==> src/hdl/dcr_pkg.sv <==
/*
  Package for the DMA channel request-control slice: register offsets,
  field positions, reset values, timing constants and carrier structs.
  Assumes a 32-bit APB slave with word-aligned registers.
*/
package dcr_pkg;

  // ==========================================================
  // Register map (byte addresses)
  // ==========================================================
  localparam logic [7:0] DCR_CTRL_OFF = 8'h00;
  localparam logic [7:0] DCR_STAT_OFF = 8'h04;
  localparam logic [7:0] DCR_MASK_OFF = 8'h08;

  // ==========================================================
  // Control register fields
  // ==========================================================
  localparam int DCR_CHAN_RST_BIT = 24;
  localparam int DCR_REQ_POL_BIT = 21;
  localparam int DCR_REQ_EDGE_BIT = 20;
  localparam int DCR_EXT_MODE_BIT = 16;
  localparam int DCR_IVL_LSB = 13;
  localparam int DCR_IRQE_BIT = 12;
  localparam int DCR_IRQC_BIT = 11;
  localparam int DCR_IRQT_BIT = 10;
  localparam logic [31:0] DCR_CTRL_RST = 32'h0100_0000;
  localparam logic [31:0] DCR_CTRL_WMASK = 32'h0131_FC00;

  // ==========================================================
  // Status register fields (sticky, write one to clear)
  // ==========================================================
  localparam int DCR_ST_STALL = 0;
  localparam int DCR_ST_ERR = 1;
  localparam int DCR_ST_CHAIN = 2;
  localparam int DCR_ST_XFER = 3;
  localparam int DCR_ST_WIDTH = 4;
  localparam logic [3:0] DCR_STAT_RST = 4'h0;
  localparam logic [3:0] DCR_MASK_RST = 4'h0;

  // ==========================================================
  // Timing: stall intervals and request delays in clocks
  // ==========================================================
  localparam int DCR_STALL_UNIT = 64;
  localparam int DCR_DELAY_BASE = 16;
  localparam int DCR_CNT_W = 23;

  // ==========================================================
  // Carriers
  // ==========================================================
  typedef struct packed {
    logic stall_mask;
    logic error_end;
    logic chain_end;
    logic xfer_end;
  } dcr_events_t;

  typedef struct packed {
    logic channel_reset;
    logic polarity_high;
    logic edge_detect;
    logic external_mode;
    logic [2:0] interval;
    logic irq_err_en;
    logic irq_chain_en;
    logic irq_xfer_en;
  } dcr_ctrl_t;

endpackage

==> src/hdl/dcr_channel_request.sv <==
/*
  Request generation, stall detection and interrupt gating for one DMA
  channel, with an APB register slave. Assumes the rest of the channel
  drives the ownership grant, active flag, wait count and end events.
*/
// Overview of operation
// In external mode, bus ownership is requested only on the device request.
// In memory mode, ownership is requested once the wait count is zero.
// In external mode, clocks without ownership are counted and stall set past the interval.
// Stall interval codes 0..7 give off, 960, 4032, 16320, 65472, 262080, 1048512, 4194240.
// In memory mode the same field delays the next request after release.
// Delay codes 0..7 give continuous, 16, 32, 64, 128, 256, 512, 1024 clocks.
// Error enable lets error end or stall raise the interrupt.
// Chain-end enable lets chain end raise the interrupt.
// Transfer-end enable lets transfer end raise the interrupt.
// Mode, interval and enables reset to zero.
// Request polarity and level or edge sampling are selectable.
// Channel reset clears channel logic, interrupts and requests.
// The stall counter restarts whenever ownership is regained.
`timescale 1ns/10ps
`default_nettype none
module dcr_channel_request
  import dcr_pkg::*;
#(
  parameter int STALL_UNIT = DCR_STALL_UNIT
) (
  // APB slave
  input wire logic pclk,
  input wire logic presetn,
  input wire logic psel,
  input wire logic penable,
  input wire logic pwrite,
  input wire logic [7:0] paddr,
  input wire logic [31:0] pwdata,
  output logic [31:0] prdata,
  output logic pready,
  output logic pslverr,
  // Channel side
  input wire logic external_dma_request_line,
  input wire logic channel_active,
  input wire logic bus_granted,
  input wire logic [15:0] wait_count,
  input wire logic error_end_event,
  input wire logic chain_end_event,
  input wire logic xfer_end_event,
  output logic bus_request,
  output logic channel_irq
);

  // ==========================================================
  // APB decode
  // ==========================================================
  logic access_w, write_w, ctrl_hit, stat_hit, mask_hit;
  assign access_w = psel & penable;
  assign write_w = access_w & pwrite;
  assign ctrl_hit = (paddr == DCR_CTRL_OFF);
  assign stat_hit = (paddr == DCR_STAT_OFF);
  assign mask_hit = (paddr == DCR_MASK_OFF);
  assign pready = 1'b1;
  assign pslverr = access_w & ~(ctrl_hit | stat_hit | mask_hit);

  // ==========================================================
  // Control register
  // ==========================================================
  logic [31:0] ctrl_q;
  dcr_ctrl_t ctl;
  always_ff @(posedge pclk or negedge presetn) begin
    if (!presetn) begin
      ctrl_q <= DCR_CTRL_RST;
    end else if (write_w && ctrl_hit) begin
      ctrl_q <= pwdata & DCR_CTRL_WMASK;
    end
  end
  assign ctl.channel_reset = ctrl_q[DCR_CHAN_RST_BIT];
  assign ctl.polarity_high = ctrl_q[DCR_REQ_POL_BIT];
  assign ctl.edge_detect = ctrl_q[DCR_REQ_EDGE_BIT];
  assign ctl.external_mode = ctrl_q[DCR_EXT_MODE_BIT];
  assign ctl.interval = ctrl_q[DCR_IVL_LSB+:3];
  assign ctl.irq_err_en = ctrl_q[DCR_IRQE_BIT];
  assign ctl.irq_chain_en = ctrl_q[DCR_IRQC_BIT];
  assign ctl.irq_xfer_en = ctrl_q[DCR_IRQT_BIT];

  logic run;
  assign run = ~ctl.channel_reset;

  // ==========================================================
  // Request pin synchroniser and detection
  // ==========================================================
  logic [2:0] req_sync_q;
  always_ff @(posedge pclk or negedge presetn) begin
    if (!presetn) begin
      req_sync_q <= 3'b000;
    end else begin
      req_sync_q <= {req_sync_q[1:0], external_dma_request_line};
    end
  end

  // Filtered level updates once stages two and three agree
  logic req_lvl_q, req_lvl_prev_q;
  always_ff @(posedge pclk or negedge presetn) begin
    if (!presetn) begin
      req_lvl_q <= 1'b0;
      req_lvl_prev_q <= 1'b0;
    end else begin
      if (req_sync_q[1] == req_sync_q[2]) begin
        req_lvl_q <= req_sync_q[2];
      end
      req_lvl_prev_q <= req_lvl_q;
    end
  end

  logic req_asserted, req_edge;
  assign req_asserted = ctl.polarity_high ? req_lvl_q : ~req_lvl_q;
  assign req_edge = ctl.polarity_high ? (req_lvl_q & ~req_lvl_prev_q)
                                      : (~req_lvl_q & req_lvl_prev_q);

  // Edge requests are latched until ownership is granted
  logic edge_pend_q;
  always_ff @(posedge pclk or negedge presetn) begin
    if (!presetn) begin
      edge_pend_q <= 1'b0;
    end else if (!run) begin
      edge_pend_q <= 1'b0;
    end else if (req_edge) begin
      edge_pend_q <= 1'b1;
    end else if (bus_granted) begin
      edge_pend_q <= 1'b0;
    end
  end

  logic dev_request;
  assign dev_request = ctl.edge_detect ? edge_pend_q : req_asserted;

  // ==========================================================
  // Ownership release tracking
  // ==========================================================
  logic grant_prev_q;
  always_ff @(posedge pclk or negedge presetn) begin
    if (!presetn) begin
      grant_prev_q <= 1'b0;
    end else begin
      grant_prev_q <= bus_granted;
    end
  end
  logic release_evt;
  assign release_evt = grant_prev_q & ~bus_granted;

  // ==========================================================
  // Stall interval and request delay tables
  // ==========================================================
  logic [DCR_CNT_W-1:0] stall_limit, delay_limit;
  always_comb begin
    // (2^(2k+2)-1) * 64: 960, 4032, ... 4194240
    if (ctl.interval == 3'b000) begin
      stall_limit = '0;
    end else begin
      stall_limit = DCR_CNT_W'(((32'd1 << (2 * ctl.interval + 2)) - 32'd1)
                    * STALL_UNIT);
    end
    if (ctl.interval == 3'b000) begin
      delay_limit = '0;
    end else begin
      delay_limit = DCR_CNT_W'(DCR_DELAY_BASE << (ctl.interval - 3'd1));
    end
  end

  // ==========================================================
  // Clocks-without-ownership counter
  // ==========================================================
  logic [DCR_CNT_W-1:0] idle_cnt_q;
  logic idle_run_q;
  always_ff @(posedge pclk or negedge presetn) begin
    if (!presetn) begin
      idle_cnt_q <= '0;
      idle_run_q <= 1'b0;
    end else if (!run || bus_granted) begin
      idle_cnt_q <= '0;
      idle_run_q <= 1'b0;
    end else if (release_evt) begin
      idle_cnt_q <= DCR_CNT_W'(1);
      idle_run_q <= 1'b1;
    end else if (idle_run_q && idle_cnt_q != '1) begin
      idle_cnt_q <= idle_cnt_q + DCR_CNT_W'(1);
    end
  end

  logic stall_hit;
  assign stall_hit = run & ctl.external_mode & idle_run_q
                   & (ctl.interval != 3'b000)
                   & (idle_cnt_q > stall_limit);

  // Stall raised once per idle period
  logic stall_done_q;
  always_ff @(posedge pclk or negedge presetn) begin
    if (!presetn) begin
      stall_done_q <= 1'b0;
    end else if (!run || bus_granted) begin
      stall_done_q <= 1'b0;
    end else if (stall_hit) begin
      stall_done_q <= 1'b1;
    end
  end

  // ==========================================================
  // Bus request generation
  // ==========================================================
  logic delay_ok;
  // Release cycle itself already counts as held off
  assign delay_ok = (ctl.interval == 3'b000)
                  || (!idle_run_q && !release_evt)
                  || (idle_run_q && idle_cnt_q >= delay_limit);

  always_comb begin
    if (!run || !channel_active) begin
      bus_request = 1'b0;
    end else if (ctl.external_mode) begin
      bus_request = dev_request;
    end else begin
      bus_request = (wait_count == 16'h0000) & delay_ok;
    end
  end

  // ==========================================================
  // Status (sticky, W1C, set wins) and mask
  // ==========================================================
  logic [DCR_ST_WIDTH-1:0] stat_q, mask_q, evt, w1c;
  assign evt[DCR_ST_STALL] = stall_hit & ~stall_done_q;
  assign evt[DCR_ST_ERR] = error_end_event;
  assign evt[DCR_ST_CHAIN] = chain_end_event;
  assign evt[DCR_ST_XFER] = xfer_end_event;
  assign w1c = (write_w && stat_hit) ? pwdata[DCR_ST_WIDTH-1:0] : '0;

  always_ff @(posedge pclk or negedge presetn) begin
    if (!presetn) begin
      stat_q <= DCR_STAT_RST;
    end else if (!run) begin
      stat_q <= DCR_STAT_RST;
    end else begin
      stat_q <= (stat_q & ~w1c) | evt;
    end
  end

  always_ff @(posedge pclk or negedge presetn) begin
    if (!presetn) begin
      mask_q <= DCR_MASK_RST;
    end else if (write_w && mask_hit) begin
      mask_q <= pwdata[DCR_ST_WIDTH-1:0];
    end
  end

  // ==========================================================
  // Interrupt gating
  // ==========================================================
  dcr_events_t en;
  assign en.stall_mask = ctl.irq_err_en;
  assign en.error_end = ctl.irq_err_en;
  assign en.chain_end = ctl.irq_chain_en;
  assign en.xfer_end = ctl.irq_xfer_en;

  logic irq_q;
  always_ff @(posedge pclk or negedge presetn) begin
    if (!presetn) begin
      irq_q <= 1'b0;
    end else begin
      irq_q <= run & |(stat_q & {en.xfer_end, en.chain_end, en.error_end,
                                 en.stall_mask} & mask_q);
    end
  end
  assign channel_irq = irq_q;

  // ==========================================================
  // Read data
  // ==========================================================
  always_ff @(posedge pclk or negedge presetn) begin
    if (!presetn) begin
      prdata <= '0;
    end else if (psel && !penable && !pwrite) begin
      if (paddr == DCR_CTRL_OFF) begin
        prdata <= ctrl_q;
      end else if (paddr == DCR_STAT_OFF) begin
        prdata <= {28'h000_0000, stat_q};
      end else if (paddr == DCR_MASK_OFF) begin
        prdata <= {28'h000_0000, mask_q};
      end else begin
        prdata <= '0;
      end
    end
  end

endmodule
`default_nettype wire

==> config.mk <==
export PLATFORM = sky130hd
export DESIGN_NAME = dcr_channel_request
export DESIGN_NICKNAME = d
export VERILOG_FILES = /design/src/hdl/dcr_pkg.sv /design/src/hdl/dcr_channel_request.sv
export SDC_FILE = /design/constraint.sdc
export NUM_CORES = 1
export LEC_CHECK = 0
export BUFFER_PORTS_ARGS = -buffer_cell sky130_fd_sc_hd__clkbuf_2
export CORE_MARGIN = 2
export CORE_UTILIZATION = 30
export DETAILED_ROUTE_END_ITERATION = 16
export HOLD_SLACK_MARGIN = 0.06
export SLEW_MARGIN = 10
export SYNTH_ARGS = -nofsm -noshare
export SYNTH_HDL_FRONTEND = slang
export SYNTH_SLANG_ARGS = --single-unit
==> constraint.sdc <==
create_clock -name pclk -period 3.95 [get_ports pclk]
set_input_delay 0.395 -clock pclk [delete_from_list [all_inputs] [get_ports pclk]]
set_output_delay 0.395 -clock pclk [all_outputs]
set_load 0.005 [all_outputs]
==> results.md <==
* Number of register bits inferred by synthesis at 65
* Launching element type of the critical path: register
* H-tree levels at 3
* Final Worst Setup Slack at 0.751 ns
* Syn Std Cell Area at 0.00386 mm^2
* Detailed-route wire length per cell at 14.2 um
* Destination of the worst register-to-register timing path: stat_q[0]
* Latest clock arrival within the worst-skew pair at 0.33 ns
* Maximum number of pins on one net before global-route repair at 42
* Slew Limit Fails at 0
* Total grt overflow at 0
* Yosys synthesis warning count at 0
* Peak VDD IR at 201 uV
* TritonCTS Buffers at 9
* Endpoint, Worst Hold: req_sync_q[0]
* Final instance area at 0.00462 mm^2
* Number of nets in the finished design at 557
* Share of the yosys chip area belonging to registers at 42.2%
* Horiz. Die Dim at 117 um
* Vias in the first global route at 3183
* Port Buffer Count at 65
* Area of the placeable core at 0.0126 mm^2
* Count of mapped cells out of synthesis at 396
* Iteration count of the initial detailed-routing pass at 4
* Final WL at 9.08 mm
* Final hold slack at 0.166 ns
* Max capacitance violation total at 0
* Worst clock skew at 0.00863 ns
* Number of primary I/O pins at 103
* Status: completed
* Total inserted antenna cells at 0
* EDFF count, synth at 0
* Area share of the largest cell type after synthesis at 41.5%
* Hold wc startpoint: external_dma_request_line
* Post-detailed-placement cell area at 0.00429 mm^2
* Achievable clock frequency at 313 MHz
* Library cells used by synthesis at 54
* Async set-or-reset flop fraction in the synthesized netlist at 100%
* Slew @ Worst Pin at 0.928 ns
* Post-CTS Repair Setup Buffers at 0
* Min-Delay Path Class: primary input to register
* Initial Util at 30.7%
* Area Overhead vs Synth at 19.7%
* Global-route wire length before repair at 15.3 mm
* CTS clk-pin slew, worst paths at 0.06 ns
* Reg2Reg Launch Point: ctrl_q[14]
* Layout fillers at 1284
* Leakage power at 2.08 nW
* Mean number of vias per cell at 4.94
* Most common cell in the synthesized netlist: sky130_fd_sc_hd__dfrtp_1
* Number of vias after detailed routing at 3164
* Top FF cell, synth: sky130_fd_sc_hd__dfrtp_1
* Pre-CTS setup slack at 0.795 ns
* Number of antenna violations at the first check in global routing at 0
* DRC violation count after routing at 0
* Number of cells traversed by the worst register-to-register path at 10
* Max transition margin at 38.1%
* Top cells by count, synth: sky130_fd_sc_hd__dfrtp_1, sky130_fd_sc_hd__nor2_1, sky130_fd_sc_hd__nand2_1
* Total global routing track utilization at 13.6%
* Clock root buffer: sky130_fd_sc_hd__clkbuf_16
* Dominant cell type by area after synthesis: sky130_fd_sc_hd__dfrtp_1
* Hold Path Depth at 1
* Sink Count at 65
* Unrepaired setup endpoints after global routing: no
* Final critical delay including setup and external delays at 3.20 ns
* Largest cells by area after synthesis: sky130_fd_sc_hd__dfrtp_1, sky130_fd_sc_hd__ha_1, sky130_fd_sc_hd__mux2_2, sky130_fd_sc_hd__nor2_1, sky130_fd_sc_hd__buf_4
* Worst path required time at 4.15 ns
* Average footprint of a synthesized cell at 9.74 um^2
* Hold-fix buffers at CTS at 0
* Area of the die at 0.0138 mm^2
* Total count of hold-check failures in the final report at 0
* Gp weighted congestion at 0.816
* Layout cell share with drive strength beyond 1 at 23.7%
* Category of the most critical setup path: register to register
* Maximum number of buffers from clock root to sink at 2
* TNS Setup at 0 ns
* Num rows at 41
* Drt initial violations at 140
* Crit path DAT at 3.40 ns
* TritonCTS clock tree: done
* Total of endpoints with negative setup slack in the final report at 0
* Power Dens Cells at 359 mW/mm^2
* Number of routed nets with antenna violations at 0
* Post-CTS resize count at 0
* Period utilization at 81.0%
* Die outline height at 117 um
* Half-perimeter wire length after detailed placement at 6.92 mm
* Critical path capture point type: register
* R2r setup slk at 0.75 ns
* Critical path fanouts, max at 16
-- stage by stage --
stage / total power, mW / util, % / instances
after global placement: 0.794 / 34.1 / 624
after detailed placement: 0.798 / 34.1 / 624
after global routing: 1.72 / 36.7 / 640
after CTS: 1.68 / 36.7 / 640
after floorplan: 0.756 / - / 414
final: 1.66 / 36.7 / 640
-- layout make-up --
type | instances | area, um^2 | area share (%)
flip-flops and latches | 65 | 1630 | 35.2
well taps | 172 | 215 | 4.66
clock inverters | 6 | 90.1 | 1.95
repair buffers | 66 | 333 | 7.21
inverters | 13 | 48.8 | 1.06
clock buffers | 10 | 239 | 5.17
multi-input cells | 308 | 2060 | 44.7
-- report_power, final --
part           internal (mW)  switching (mW)
clock                  0.571           0.301
sequential             0.677          0.0128
combinational         0.0393          0.0561
total                   1.29           0.370
-- layout by cell type, fill, tap and decap left out, types with 13 or more instances in the layout --
master / netlist / layout
sky130_fd_sc_hd__nand3_1: 20 / 20
sky130_fd_sc_hd__clkbuf_2: 0 / 64
sky130_fd_sc_hd__inv_1: 13 / 13
sky130_fd_sc_hd__conb_1: 2 / 20
sky130_fd_sc_hd__o21ai_0: 14 / 14
sky130_fd_sc_hd__ha_1: 27 / 27
sky130_fd_sc_hd__mux2_2: 15 / 15
sky130_fd_sc_hd__a21oi_1: 18 / 18
sky130_fd_sc_hd__nand2_1: 36 / 36
sky130_fd_sc_hd__dfrtp_1: 64 / 64
sky130_fd_sc_hd__nor2_1: 41 / 41
-- routing by layer --
| metal | GRT usage (%) | share of wire, % |
|---|---|---|
| met1 | 17.4 | 46 |
| met2 | 22.9 | 49 |
| met3 | 2.04 | 3.6 |
| met4 | 5.80 | 1.8 |
| met5 | 0 | 0 |
-- cell families after synthesis --
group | synth area share, %
AOI/OAI and AO/OA | 12.7
xor gates and xnor gates | 3.63
adders and majority gates | 9.02
buffers and inverters | 6.03
DFF | 42.2
muxes | 4.90
other | 0.195
and+or+nand+nor | 21.4
-- worst max-delay path, cell delays in order, from the launching register on --
cell and delay (ns):
sky130_fd_sc_hd__dfrtp_1 0.55, sky130_fd_sc_hd__nor2_1 0.25, sky130_fd_sc_hd__nand2_1 0.08, sky130_fd_sc_hd__ha_1 0.32, sky130_fd_sc_hd__or2_2 0.34, sky130_fd_sc_hd__ha_1 0.29
sky130_fd_sc_hd__nand3_1 0.10, sky130_fd_sc_hd__or3_1 0.42, sky130_fd_sc_hd__or4_1 0.48, sky130_fd_sc_hd__nand3_1 0.15, sky130_fd_sc_hd__o22ai_1 0.09
-- registers in the layout, summed over array words and instances (netlist names), 3 cells and up --
register / cells
prdata: 14
stat_q: 4
req_sync_q: 3
mask_q: 4
ctrl_q: 10
idle_cnt_q: 23
-- worst max-delay path by stage --
| stage | from | endpoint |
|---|---|---|
| 2_1_floorplan | ctrl_q[14] | stat_q[0] |
| 3_3_place_gp | ctrl_q[14] | stat_q[0] |
| 3_5_place_dp | ctrl_q[14] | stat_q[0] |
| 4_1_cts | ctrl_q[14] | stat_q[0] |
| 5_1_grt | ctrl_q[15] | bus_request |
| 6_report | ctrl_q[14] | stat_q[0] |
No activity file was read; power rests on OpenSTA's default activity.
